### src/verilog/twbc_pkg.sv
// package for the two-wire target bus-condition block
// assumes a single system clock domain sampling the serial pins
package twbc_pkg;
  // ==========================================================
  // word framing
  localparam int WORD_BITS = 8;
  localparam logic [3:0] ADDR_FAMILY = 4'ha;
  localparam logic [2:0] STRAP_RESET = 3'h0;
  localparam logic [7:0] BYTE_RESET = 8'h00;
  // ==========================================================
  // protocol states, one-hot
  typedef enum logic [4:0] {
    TWBC_STANDBY = 5'h01,
    TWBC_ADDR = 5'h02,
    TWBC_RECV = 5'h04,
    TWBC_ACK = 5'h08,
    TWBC_SEND = 5'h10
  } twbc_state_t;
  // sampled line levels travel together
  typedef struct packed {
    logic scl;
    logic sda;
  } twbc_lines_t;
  // one received word handed to the user side
  typedef struct packed {
    logic isAddr;
    logic [7:0] data;
  } twbc_word_t;
endpackage

### src/verilog/twbc_sync.sv
// two-flop synchroniser for the serial pins, with edge and condition decode
// assumes pins are asynchronous to sys_clk
`timescale 1ns/1ps
module twbc_sync (
  input wire logic sys_clk,
  input wire logic rst_b,
  input wire twbc_pkg::twbc_lines_t pinIn,
  output twbc_pkg::twbc_lines_t lines,
  output logic sclRise,
  output logic sclFall,
  output logic startSeen,
  output logic stopSeen
);
  // ==========================================================
  // synchroniser and history
  twbc_pkg::twbc_lines_t meta_reg, meta_next;
  twbc_pkg::twbc_lines_t sync_reg, sync_next;
  twbc_pkg::twbc_lines_t prev_reg, prev_next;
  // first stage read only by second stage
  always_comb begin
    meta_next = pinIn;
    sync_next = meta_reg;
    prev_next = sync_reg;
  end
  // idle bus is high on both lines
  always_ff @(posedge sys_clk or negedge rst_b) begin
    if (!rst_b) begin
      meta_reg <= 2'h3;
      sync_reg <= 2'h3;
      prev_reg <= 2'h3;
    end else begin
      meta_reg <= meta_next;
      sync_reg <= sync_next;
      prev_reg <= prev_next;
    end
  end
  assign lines = sync_reg;
  assign sclRise = sync_reg.scl && !prev_reg.scl;
  assign sclFall = !sync_reg.scl && prev_reg.scl;
  // data moving while clock stays high is a condition, not data
  assign startSeen = sync_reg.scl && prev_reg.scl && prev_reg.sda && !sync_reg.sda;
  assign stopSeen = sync_reg.scl && prev_reg.scl && !prev_reg.sda && sync_reg.sda;
endmodule

### src/verilog/twbc_target.sv
// two-wire memory target: conditions, word shift, acknowledge, standby
// assumes host drives scl; sda is open drain with external pull-up
`timescale 1ns/1ps
// Operation
// - data changes only while clock low
// - data line only pulled low or released
// - falling data with clock high starts
// - traffic ignored until a start arrives
// - rising data with clock high stops
// - stop after read enters standby
// - every word is eight clock cycles
// - acknowledge low through ninth clock
// - standby at reset and after stop
// - sample on rise, shift after fall
// - address mismatch returns standby silently
// - address bit zero selects read/write
module twbc_target #(
  parameter int WORD_BITS = twbc_pkg::WORD_BITS
) (
  input wire logic sys_clk,
  input wire logic rst_b,
  input wire logic sclIn,
  input wire logic sdaIn,
  output logic sdaOut,
  output logic sdaOe,
  input wire logic [2:0] addrStrap,
  input wire logic busy,
  input wire logic [7:0] txData,
  output logic txTake,
  output twbc_pkg::twbc_word_t rxWord,
  output logic rxValid,
  output logic readMode,
  output logic standby
);
  // ==========================================================
  // pin decode
  twbc_pkg::twbc_lines_t pins;
  twbc_pkg::twbc_lines_t lines;
  logic sclRise, sclFall, startSeen, stopSeen;
  assign pins = '{scl: sclIn, sda: sdaIn};
  twbc_sync u_sync (
    .sys_clk(sys_clk),
    .rst_b(rst_b),
    .pinIn(pins),
    .lines(lines),
    .sclRise(sclRise),
    .sclFall(sclFall),
    .startSeen(startSeen),
    .stopSeen(stopSeen)
  );
  // ==========================================================
  // protocol state
  twbc_pkg::twbc_state_t state_reg, state_next;
  logic [7:0] shift_reg, shift_next;
  logic [3:0] bitCnt_reg, bitCnt_next;
  logic isAddr_reg, isAddr_next;
  logic read_reg, read_next;
  logic ackMode_reg, ackMode_next; // 1: we drive ack, 0: host acks
  logic drive_reg, drive_next;
  // host ack seen on the ninth rise; the load waits for its fall so sda never moves with scl high
  logic hostAck_reg, hostAck_next;
  logic stopPend_reg, stopPend_next;
  logic [2:0] strap_reg, strap_next;
  logic strapCaught_reg, strapCaught_next;
  logic rxValid_reg, rxValid_next;
  logic txTake_reg, txTake_next;
  twbc_pkg::twbc_word_t rxWord_reg, rxWord_next;
  logic [7:0] rxByte;
  logic lastBit;
  assign rxByte = {shift_reg[6:0], lines.sda};
  assign lastBit = (bitCnt_reg == 4'(WORD_BITS - 1));
  // next-state logic; conditions take priority over clock edges
  always_comb begin
    state_next = state_reg;
    shift_next = shift_reg;
    bitCnt_next = bitCnt_reg;
    isAddr_next = isAddr_reg;
    read_next = read_reg;
    ackMode_next = ackMode_reg;
    drive_next = drive_reg;
    hostAck_next = hostAck_reg;
    stopPend_next = stopPend_reg;
    strap_next = strap_reg;
    strapCaught_next = 1'b1;
    rxValid_next = 1'b0;
    txTake_next = 1'b0;
    rxWord_next = rxWord_reg;
    // strap caught once after reset release
    if (!strapCaught_reg) begin
      strap_next = addrStrap;
    end
    if (startSeen) begin
      // restart address reception, any word in flight dropped
      state_next = twbc_pkg::TWBC_ADDR;
      bitCnt_next = 4'h0;
      isAddr_next = 1'b1;
      drive_next = 1'b0;
      hostAck_next = 1'b0;
      stopPend_next = 1'b0;
    end else if (stopSeen) begin
      // standby waits for internal work to drain
      state_next = twbc_pkg::TWBC_STANDBY;
      drive_next = 1'b0;
      hostAck_next = 1'b0;
      stopPend_next = 1'b1;
    end else begin
      if (stopPend_reg && !busy) begin
        stopPend_next = 1'b0;
      end
      case (state_reg)
        twbc_pkg::TWBC_STANDBY: begin
          // nothing but a start leaves here
          drive_next = 1'b0;
        end
        twbc_pkg::TWBC_ADDR, twbc_pkg::TWBC_RECV: begin
          if (sclRise) begin
            shift_next = rxByte;
            bitCnt_next = bitCnt_reg + 4'h1;
            if (lastBit) begin
              bitCnt_next = 4'h0;
              if (isAddr_reg && (rxByte[7:4] != twbc_pkg::ADDR_FAMILY ||
                  rxByte[3:1] != strap_reg)) begin
                state_next = twbc_pkg::TWBC_STANDBY;
              end else begin
                state_next = twbc_pkg::TWBC_ACK;
                ackMode_next = 1'b1;
                rxValid_next = 1'b1;
                rxWord_next = '{isAddr: isAddr_reg, data: rxByte};
                if (isAddr_reg) begin
                  read_next = rxByte[0];
                end
              end
            end
          end
        end
        twbc_pkg::TWBC_ACK: begin
          if (ackMode_reg && sclFall && !drive_reg) begin
            drive_next = 1'b1; // hold low for the ninth clock
          end else if (sclFall && (drive_reg || hostAck_reg)) begin
            // ninth clock over: release and receive, or load the next byte and drive its first bit
            drive_next = 1'b0;
            hostAck_next = 1'b0;
            isAddr_next = 1'b0;
            if (read_reg) begin
              state_next = twbc_pkg::TWBC_SEND;
              shift_next = txData;
              txTake_next = 1'b1;
              drive_next = !txData[7];
            end else begin
              state_next = twbc_pkg::TWBC_RECV;
            end
          end else if (!ackMode_reg && sclRise) begin
            // host nack ends the read; an ack only arms the load at the fall
            if (lines.sda) begin
              state_next = twbc_pkg::TWBC_STANDBY;
            end else begin
              hostAck_next = 1'b1;
            end
          end
        end
        twbc_pkg::TWBC_SEND: begin
          if (sclFall) begin
            bitCnt_next = bitCnt_reg + 4'h1;
            if (lastBit) begin
              bitCnt_next = 4'h0;
              drive_next = 1'b0;
              state_next = twbc_pkg::TWBC_ACK;
              ackMode_next = 1'b0;
            end else begin
              shift_next = {shift_reg[6:0], 1'b0};
              drive_next = !shift_reg[6];
            end
          end
        end
        default: state_next = twbc_pkg::TWBC_STANDBY;
      endcase
    end
  end
  // registers only; power-up lands in standby with the line released
  always_ff @(posedge sys_clk or negedge rst_b) begin
    if (!rst_b) begin
      state_reg <= twbc_pkg::TWBC_STANDBY;
      shift_reg <= twbc_pkg::BYTE_RESET;
      bitCnt_reg <= 4'h0;
      isAddr_reg <= 1'b1;
      read_reg <= 1'b0;
      ackMode_reg <= 1'b0;
      drive_reg <= 1'b0;
      hostAck_reg <= 1'b0;
      stopPend_reg <= 1'b0;
      strap_reg <= twbc_pkg::STRAP_RESET;
      strapCaught_reg <= 1'b0;
      rxValid_reg <= 1'b0;
      txTake_reg <= 1'b0;
      rxWord_reg <= '0;
    end else begin
      state_reg <= state_next;
      shift_reg <= shift_next;
      bitCnt_reg <= bitCnt_next;
      isAddr_reg <= isAddr_next;
      read_reg <= read_next;
      ackMode_reg <= ackMode_next;
      drive_reg <= drive_next;
      hostAck_reg <= hostAck_next;
      stopPend_reg <= stopPend_next;
      strap_reg <= strap_next;
      strapCaught_reg <= strapCaught_next;
      rxValid_reg <= rxValid_next;
      txTake_reg <= txTake_next;
      rxWord_reg <= rxWord_next;
    end
  end
  // open drain: only ever drive a low
  assign sdaOut = 1'b0;
  assign sdaOe = drive_reg;
  assign rxWord = rxWord_reg;
  assign rxValid = rxValid_reg;
  assign txTake = txTake_reg;
  assign readMode = read_reg;
  assign standby = (state_reg == twbc_pkg::TWBC_STANDBY) && !stopPend_reg;
endmodule

### config.mk
export PLATFORM = sky130hd
export DESIGN_NAME = twbc_target
export DESIGN_NICKNAME = d
export VERILOG_FILES = /design/src/verilog/twbc_pkg.sv /design/src/verilog/twbc_sync.sv /design/src/verilog/twbc_target.sv
export SDC_FILE = /design/constraint.sdc
export NUM_CORES = 1
export LEC_CHECK = 0
export ABC_AREA = 1
export BUFFER_PORTS_ARGS = -buffer_cell sky130_fd_sc_hd__buf_4
export CORE_MARGIN = 3
export CORE_UTILIZATION = 37
export CTS_CLUSTER_SIZE = 30
export DETAILED_ROUTE_END_ITERATION = 16
export GPL_TIMING_DRIVEN = 0
export PLACE_DENSITY_LB_ADDON = 0.15
export SLEW_MARGIN = 15
export SYNTH_ARGS = -nofsm -noshare
export SYNTH_HDL_FRONTEND = slang
export SYNTH_HIERARCHICAL = 1
export SYNTH_SLANG_ARGS = --single-unit
### constraint.sdc
create_clock -name sys_clk -period 3.05 [get_ports sys_clk]
set_input_delay 0.305 -clock sys_clk [delete_from_list [all_inputs] [get_ports sys_clk]]
set_output_delay 0.305 -clock sys_clk [all_outputs]
set_load 0.02 [all_outputs]
# Yosys cells after proc, flatten, opt, wreduce, memory -nomap -nowiden
# Index checks and enable logic that the tools add are counted.
[word_totals]
ff_bits = 43
out_inout_bits = 15
elab_cells = 169
[op_classes]
add_sub_neg = 1
n_eq_ne = 32
muxes = 67
n_bitwise = 3
reduce_logical = 45
[op_table]
columns = ["cell", "n"]
rows = [
  ["5-bit two-way mux", 11],
  ["7-bit two-way mux", 6],
  ["1-bit two-way mux", 39],
  ["4-bit inequality test, second input constant", 7],
  ["4-bit two-way mux", 6],
  ["2-bit inequality test, second input constant", 11],
  ["7-bit case mux with 3 select lines", 1],
  ["5-bit case mux with 4 select lines", 1],
  ["8-bit AND reduction", 2],
  ["1-bit logical AND", 14],
  ["3-bit inequality test, second input constant", 4],
  ["4-bit AND reduction", 3],
  ["3-bit nonzero test", 4],
  ["1-bit zero test", 10],
  ["5-bit inequality test, second input constant", 2],
  ["9-bit AND reduction", 1],
  ["4-bit case mux with 2 select lines", 1],
  ["7-bit AND reduction", 1],
  ["6-bit AND reduction", 1],
  ["2-bit nonzero test", 3],
  ["5-bit by 1-bit == test with 1-bit output, second input constant", 1],
  ["5-bit by 2-bit == test with 1-bit output, second input constant", 1],
  ["5-bit by 3-bit == test with 1-bit output, second input constant", 1],
  ["5-bit by 4-bit == test with 1-bit output, second input constant", 1],
  ["13 further kinds", 16],
]

# Logic depth before layout (Yosys ltp)
# Gate-level depths: netlist of the first run.
[depth]
word_depth = 9
ltp_mapped = 13
depth_no_buf = 11

# Cells and area by module
# Netlist of the first run, hierarchy kept.
[modules_own_cells]
columns = ["module", "instances", "cells_per_inst", "area_each_um2"]
rows = [
  ["twbc_target", 1, 294, 2272.2],
  ["twbc_sync", 1, 17, 198.9],
]

# Worst setup path after synthesis of the first run
# OpenSTA, ideal clock, no wires.
[synth_timing]
path_kind = "register -> register"
from = "reg u_sync.sync_reg (netlist bit u_sync/lines[0])"
to = "reg rxWord_reg (netlist bit rxWord[8])"
arrival_time_ns = 1.564
slack_ns = 1.367
stages_incl_launch_ff = 12
path_buffers = 2
synth_period_minus_slack_ns = 1.683
cell_sequence = "dfstp_2 inv_1 nand2_1 nor2_1 buf_6 nor2_4 nand2_1 nor2_1 nand3_4 buf_6 nand2_1 nand2_1"
[synth_via]
elab_chain_cells = 4
[synth_rtl]
columns = ["element", "line", "rtl"]
rows = [
  ["start, declared", "twbc_sync.sv:17", "twbc_pkg::twbc_lines_t sync_reg, sync_next;"],
  ["start signal, assigned", "twbc_sync.sv:33", "sync_reg <= sync_next;"],
  ["1-bit zero test", "twbc_sync.sv:41", "assign startSeen = sync_reg.scl && prev_reg.scl && prev_reg.sda && !sync_reg.sda;"],
  ["1-bit logical AND", "twbc_sync.sv:41", ""],
  ["1-bit inverter (no source line)", "--", ""],
  ["6-bit AND reduction (no source line) *", "--", ""],
  ["end signal, assigned", "twbc_target.sv:210", "rxWord_reg <= rxWord_next;"],
  ["end, declared", "twbc_target.sv:67", "twbc_pkg::twbc_word_t rxWord_reg, rxWord_next;"],
]
# Mark *: on every way between the ends. The rest lies on a longest branch, timed or not.
# A chain may end at the register's enable or synchronous reset.

# Worst setup path in the final report of the first run
[layout_timing]
from = "reg u_sync/prev_reg[1] in the netlist's numbering"
to = "reg shift_reg[5]"
[layout_via]
elab_chain_cells = 5
[layout_rtl]
columns = ["element", "line", "rtl"]
rows = [
  ["start, declared", "twbc_sync.sv:18", "twbc_pkg::twbc_lines_t prev_reg, prev_next;"],
  ["start signal, assigned", "twbc_sync.sv:34", "prev_reg <= prev_next;"],
  ["1-bit logical AND *", "twbc_sync.sv:39", "assign sclFall = !sync_reg.scl && prev_reg.scl;"],
  ["via sclFall", "twbc_target.sv:39", "logic sclRise, sclFall, startSeen, stopSeen;"],
  ["1-bit logical AND (2 in series)", "twbc_target.sv:137", "if (ackMode_reg && sclFall && !drive_reg) begin"],
  ["2-bit inequality test (no source line)", "--", ""],
  ["9-bit AND reduction (no source line) *", "--", ""],
  ["end signal, assigned", "twbc_target.sv:183", "shift_reg <= twbc_pkg::BYTE_RESET;"],
  ["end signal, assigned", "twbc_target.sv:198", "shift_reg <= shift_next;"],
  ["end, declared", "twbc_target.sv:54", "logic [7:0] shift_reg, shift_next;"],
]
# Mark *: on every way through the listed nets, which the timed path passes. The rest lies on a longest branch.

==> run summary, run 1 <==
WHS = -0.01239 ns
setup TNS = 0 ns
max-slew violations = 0
Yosys warning total = 6
top cells by area, synth = dfrtp_1, nand2_1, dfstp_2
FF+latch count, synth = 43
part of the power in registers = 0.412
Tot GR Track Use = 0.1625
EDFF count, synth = 0
Synth area leader = dfrtp_1
final core occ = 0.4543
largest net degree at the start of global routing = 44
Arrival @ worst endpoint = 2.10 ns
Max IR drop VDD = 0.2399 mV
DR DRC count = 0
Seq/Total Area, Yosys = 0.4395
CP Class = reg -> reg
Clock Skew = 0.007127 ns
Total Wirelength = 5.654 mm
layout cells sized above 1 = 0.2615
switching fraction of total power = 0.3450
most common cell after layout, fill and taps aside = nand2_1
ys async rst share = 1.000
fmax = 523.2 MHz
CTS Buf Count = 5
CP max-delay cell = dfstp_2
1st-pass router iterations = 4
die height = 87.73 µm
worst-margin pin slew = 0.5546 ns
Die ar. = 0.007696 mm²
Net Sw Power = 612.3 µW
failing checks = hold timing
Buf/Inv on CP = 1
GPL Wtd Cong = 0.8320
Netlist cell types = 31
unrepaired setup endpoints after global routing = false
relative slew slack = 0.6303
CTS tree = yes
n_diodes = 0
DPL Wire Length = 4.172 mm
Vias = 2,074
Skew-Pair Late Insertion Delay = 0.30 ns
status = finished, violations left
PwrDens = 608.4 mW/mm²
Top Family by Delay on Critical Path = simple AND/OR/NAND/NOR gates
Critical Path, Cell by Cell = inv_1, nor2_1, o21ai_1, nand3_1, o21ai_1, nor2_4, nand3_4, nand2_1, nand2_1
P_int = 1163 µW
Power, Total = 1775 µW
vias in the first global route = 1,986
Max clock buf depth = 2
final setup vio count = 0
Antenna Nets Post-Route = 0
combinational fraction of design power = 0.282
Final nets = 364
final worst path period share = 0.6267
crit path launch = u_sync/prev_reg[1]
row cnt = 29
static leakage = 0.001493 µW
synthesis-to-finish area growth = 18.08%
hold buffer count at cts = 0
initial antenna violation count = 0
clock power share = 0.305
CTS clk-pin slew, worst paths = 0.09 ns
Synth top area share = 0.3544
worst-path maximum fanout = 8
root buf cell = clkbuf_8
Resized cells post-CTS = 0
post-DR wirelength/cell = 13.30 µm
Largest register FFs = 9
Fin. Hold Viols = 27
Reg-to-Reg Start = u_sync/prev_reg[1]
Synth Cell Area = 0.002471 mm²
post-synthesis net count = 328
clock period minus worst slack = 1.911 ns
Main synth FF type = dfrtp_1
syn avg cell area = 7.946 µm²
port bufs = 29
Setup crit end kind = flop
Cells after Synth = 311
fillers = 642
worst min path class = in -> async
drt via density = 4.880
setup repair bufs after CTS = 0
Sink Count = 43
Worst Path Required = 3.24 ns
grt total ovfl = 0
Setup crit start kind = flop
CORE AREA = 0.006422 mm²
Initial DRC Count = 144
Critical Path Max Stage Delay = 0.54 ns
first-pass GRT wire length = 9.701 mm
Die W = 87.73 µm
commonest cells after routing, fill and taps aside = nand2_1, nor2_1, dfrtp_1
H-Tree Depth = 2
Boundary Pins = 31
Starting Density = 0.3848
maximum capacitance violations = 0
[per-layer routing]
metal | wire, µm | GRT usage
met3 | 286 | 0.03575
met5 | 0 | 0
met2 | 2588 | 0.2575
met4 | 63 | 0.04603
met1 | 2714 | 0.2239
[power groups by stage]
stage | Sequential [µW] | Combinational, µW | Clock [µW]
after floorplan | 723 | 381 | 0
after CTS | 733 | 506 | 559
after global routing | 749 | 589 | 579
after detailed placement | 743 | 505 | 0
final | 732 | 501 | 542
after global placement | 740 | 498 | 0
[metrics by stage]
stage / instances / hold slack [ns] / setup slack [ns] / area, µm²
2_1_floorplan: 311 / 0.009409 / 1.367 / 2471
3_3_place_gp: 417 / 0.3415 / 1.166 / 2785
3_5_place_dp: 417 / 0.3446 / 1.151 / 2785
4_1_cts: 425 / 0.006378 / 1.141 / 2918
5_1_grt: 425 / 0.01053 / 0.9180 / 2918
6_report: 425 / -0.01239 / 1.139 / 2918
[kinds of logic (layout without fill, tap and decap cells)]
logic type	after synthesis	count (layout)	synth area share
adder cells (fa/ha/maj)	1	1	0.005062
buffers and inverters	47	84	0.1018
AND/OR/NAND/NOR	183	183	0.3575
other	2	2	0.003039
XOR/XNOR	1	1	0.003545
flip-flops	43	43	0.4395
AO/OA/AOI/OAI	34	34	0.08963
[cell usage after synthesis (3+ instances only)]
| cell type | instances |
|---|---|
| dfrtp_1 | 35 |
| nor2_2 | 4 |
| nor2_4 | 6 |
| inv_1 | 34 |
| o21ai_0 | 8 |
| o21ai_2 | 9 |
| buf_6 | 6 |
| nand2_1 | 88 |
| o21ai_1 | 6 |
| nand3_2 | 4 |
| nor2_1 | 36 |
| nand4_1 | 15 |
| nand3_1 | 17 |
| a21oi_1 | 8 |
| nand2_2 | 7 |
| dfstp_2 | 8 |
| inv_2 | 3 |
[worst paths after layout]
| kind | slack (ns) | cells past startpoint | end |
|---|---|---|---|
| worst max-delay path | 1.14 | 9 | shift_reg[5] |
| worst min-delay path | -0.01 | 1 | state_reg[1] |
| worst max register to register | 1.14 | 9 | shift_reg[5] |
| worst min register to register | 0.36 | 0 | u_sync/lines[0] |
| max in group asynchronous | 2.68 | 1 | isAddr_reg |
| min in group sys_clk | 0.10 | 1 | u_sync/meta_reg[0] |
[cell type report]
cell class              count  area, µm²  area share
repair buffers             29      217.7     0.07461
clock buffers               6      72.57     0.02487
flip-flops and latches     43       1086      0.3722
multi-input cells         221       1134      0.3885
inverters                  39      156.4     0.05360
clock inverters             2      60.06     0.02058
well taps                  77      96.34     0.03302
plain buffers               8      95.09     0.03259
No activity file was read; power rests on OpenSTA's default activity.
==> run 2: changes to the inputs <==
==> constraint.sdc (replaced) <==
create_clock -name sys_clk -period 1.64 [get_ports sys_clk]
set_input_delay 0.164 -clock sys_clk [delete_from_list [all_inputs] [get_ports sys_clk]]
set_output_delay 0.164 -clock sys_clk [all_outputs]
set_load 0.02 [all_outputs]
==> run 2 against run 1 <==
The flow finishes with violations (setup timing). Worst setup slack worse by 1.2 ns. Die area unchanged. Total power up 86%. Non-clock buffer count up 23. Combinational power is 120% higher. First-iteration DRC count decreased by 10%. Cell area is 13% higher. Sequential power up 89%. Wire length up 8.1%. Sequential share of layout area decreased by 4.2 points. Global-route usage up 0.13 points. Fmax grew 12%.
==> run summary, run 2 (synthesized netlist as in run 1, its figures left out) <==
1st-pass router iterations = 4
failing checks = setup timing
row cnt = 29
Clock Skew = 0.01320 ns
Antenna Nets Post-Route = 0
met3 Usage GRT = 0.03481
WHS = 0.09609 ns
grt total ovfl = 0
Largest register FFs = 9
unrepaired setup endpoints after global routing = true
die height = 87.73 µm
CTS clk-pin slew, worst paths = 0.09 ns
port bufs = 29
CORE AREA = 0.006422 mm²
Setup crit end kind = flop
worst-path maximum fanout = 5
DR DRC count = 0
met2 usage = 0.2596
status = finished, violations left
Critical Path, Cell by Cell = inv_2, nor2_4, nand2_2, nor2_4, inv_2, a21oi_4, nor2_4, buf_6, nand4_1, nand2_1
combinational fraction of design power = 0.329
Sink Count = 43
worst hold path startpoint = busy
Net Sw Power = 1203 µW
Boundary Pins = 31
Final nets = 387
Power, Total = 3304 µW
crit path launch = u_sync/prev_reg[1]
CP Class = reg -> reg
vias in the first global route = 2,069
Arrival @ worst endpoint = 1.91 ns
CTS tree = yes
CTS Buf Count = 5
Initial DRC Count = 129
Worst Path Required = 1.84 ns
Die W = 87.73 µm
root buf cell = clkbuf_8
switching fraction of total power = 0.3642
worst min path class = in -> reg
drt via density = 4.877
P_int = 2101 µW
Skew-Pair Late Insertion Delay = 0.30 ns
commonest cells after routing, fill and taps aside = nand2_1, buf_4, dfrtp_1
Top Family by Delay on Critical Path = simple AND/OR/NAND/NOR gates
relative slew slack = 0.6326
GPL Wtd Cong = 0.8129
final core occ = 0.5124
Reg-to-Reg Start = u_sync/prev_reg[1]
worst-margin pin slew = 0.5511 ns
clock power share = 0.254
PwrDens = 1004 mW/mm²
GRT Max-Usage Layer = met2
layout cells sized above 1 = 0.4178
largest net degree at the start of global routing = 44
initial antenna violation count = 0
first-pass GRT wire length = 9.867 mm
final cell count without fillers = 448
n_diodes = 0
Max clock buf depth = 2
CP max-delay cell = dfstp_2
final setup vio count = 12
Tot GR Track Use = 0.1638
cell total after placement = 417
Setup crit start kind = flop
setup TNS = -0.5428 ns
Crit path top cell by count = nor2_4
post-DR wirelength/cell = 13.65 µm
Starting Density = 0.3848
Buf/Inv on CP = 3
Max IR drop VDD = 0.4863 mV
max-slew violations = 0
fmax = 585.9 MHz
final worst path period share = 1.041
maximum capacitance violations = 0
Die ar. = 0.007696 mm²
Fin. Hold Viols = 0
Vias = 2,185
clock period minus worst slack = 1.707 ns
GRT met1 Usage = 0.2235
Critical Path Max Stage Delay = 0.58 ns
Final WS setup = -0.06678 ns
most common cell after layout, fill and taps aside = nand2_1
static leakage = 0.001661 µW
synthesis-to-finish area growth = 33.16%
H-Tree Depth = 2
part of the power in registers = 0.417
DPL Wire Length = 4.074 mm
Total Wirelength = 6.113 mm
[run 2: cell types whose count changed in the layout (fill, tap and decap cells not counted), moves of 8 or more]
cell,delta
inv_1,-8
buf_4,+13
nand2_1,-16
nand2_2,+15
nor2_1,-10
inv_2,+8
[run 2: what timing repair did]
item	4_1_cts	5_1_grt
resized for setup	33	35
buffers inserted	12	7
hold buffers	3	0
pin swaps	11	22
setup endpoints to repair	26	29
gates cloned	1	1
endpoints found under the hold margin	37	0
[run 2: tightest hold or removal path, delay by kind of cell]
family                 cells  cell delay (ns)
and+or+nand+nor            1             0.05
AOI/OAI and AO/OA          1             0.05
buffers and inverters      1             0.11
[run 2: metal layers]
metal / share of wire / vias to the layer above
met5: 0 / -
met3: 0.035 / 5
met4: 0.011 / 0
met2: 0.48 / 43
li1: - / 1107
met1: 0.47 / 1030
[run 2: path summary, 6_finish.rpt]
check	endpoint	slack, ns	depth (start not counted)
hold / removal	stopPend_reg	0.1	3
setup reg to reg	shift_reg[2]	-0.07	10
max in group asynchronous	state_reg[3]	0.85	2
setup / recovery	shift_reg[2]	-0.07	10
hold reg to reg	u_sync/lines[0]	0.36	0
min in group asynchronous	state_reg[4]	0.39	2
[run 2: metrics by stage]
stage / setup WS [ns] / cell area, µm²
after global routing: -0.1547 / 3291
after detailed placement: -0.2056 / 2788
after floorplan: 0.02076 / 2474
final: -0.06678 / 3291
after CTS: -0.03071 / 3124
after global placement: -0.1849 / 2788
[run 2: layout make-up]
cell class                 instances  area (µm²)
fill                             622        3132
multi-input combinational        221        1319
sequential                        43        1087
timing repair buffer              53       429.2
inverter                          39       156.4
tap                               77       96.34
buffer                             7       92.59
clock buffer                       6       72.57
clock inverter                     2       37.54
[run 2: power by group through the flow]
stage                     logic [µW]  clock network [µW]  registers [µW]
final                           1090                 838            1380
after global routing            1230                 916            1400
after CTS                        999                 873            1370
after detailed placement         931                   0            1380
after global placement           926                   0            1380
after floorplan                  709                   0            1340
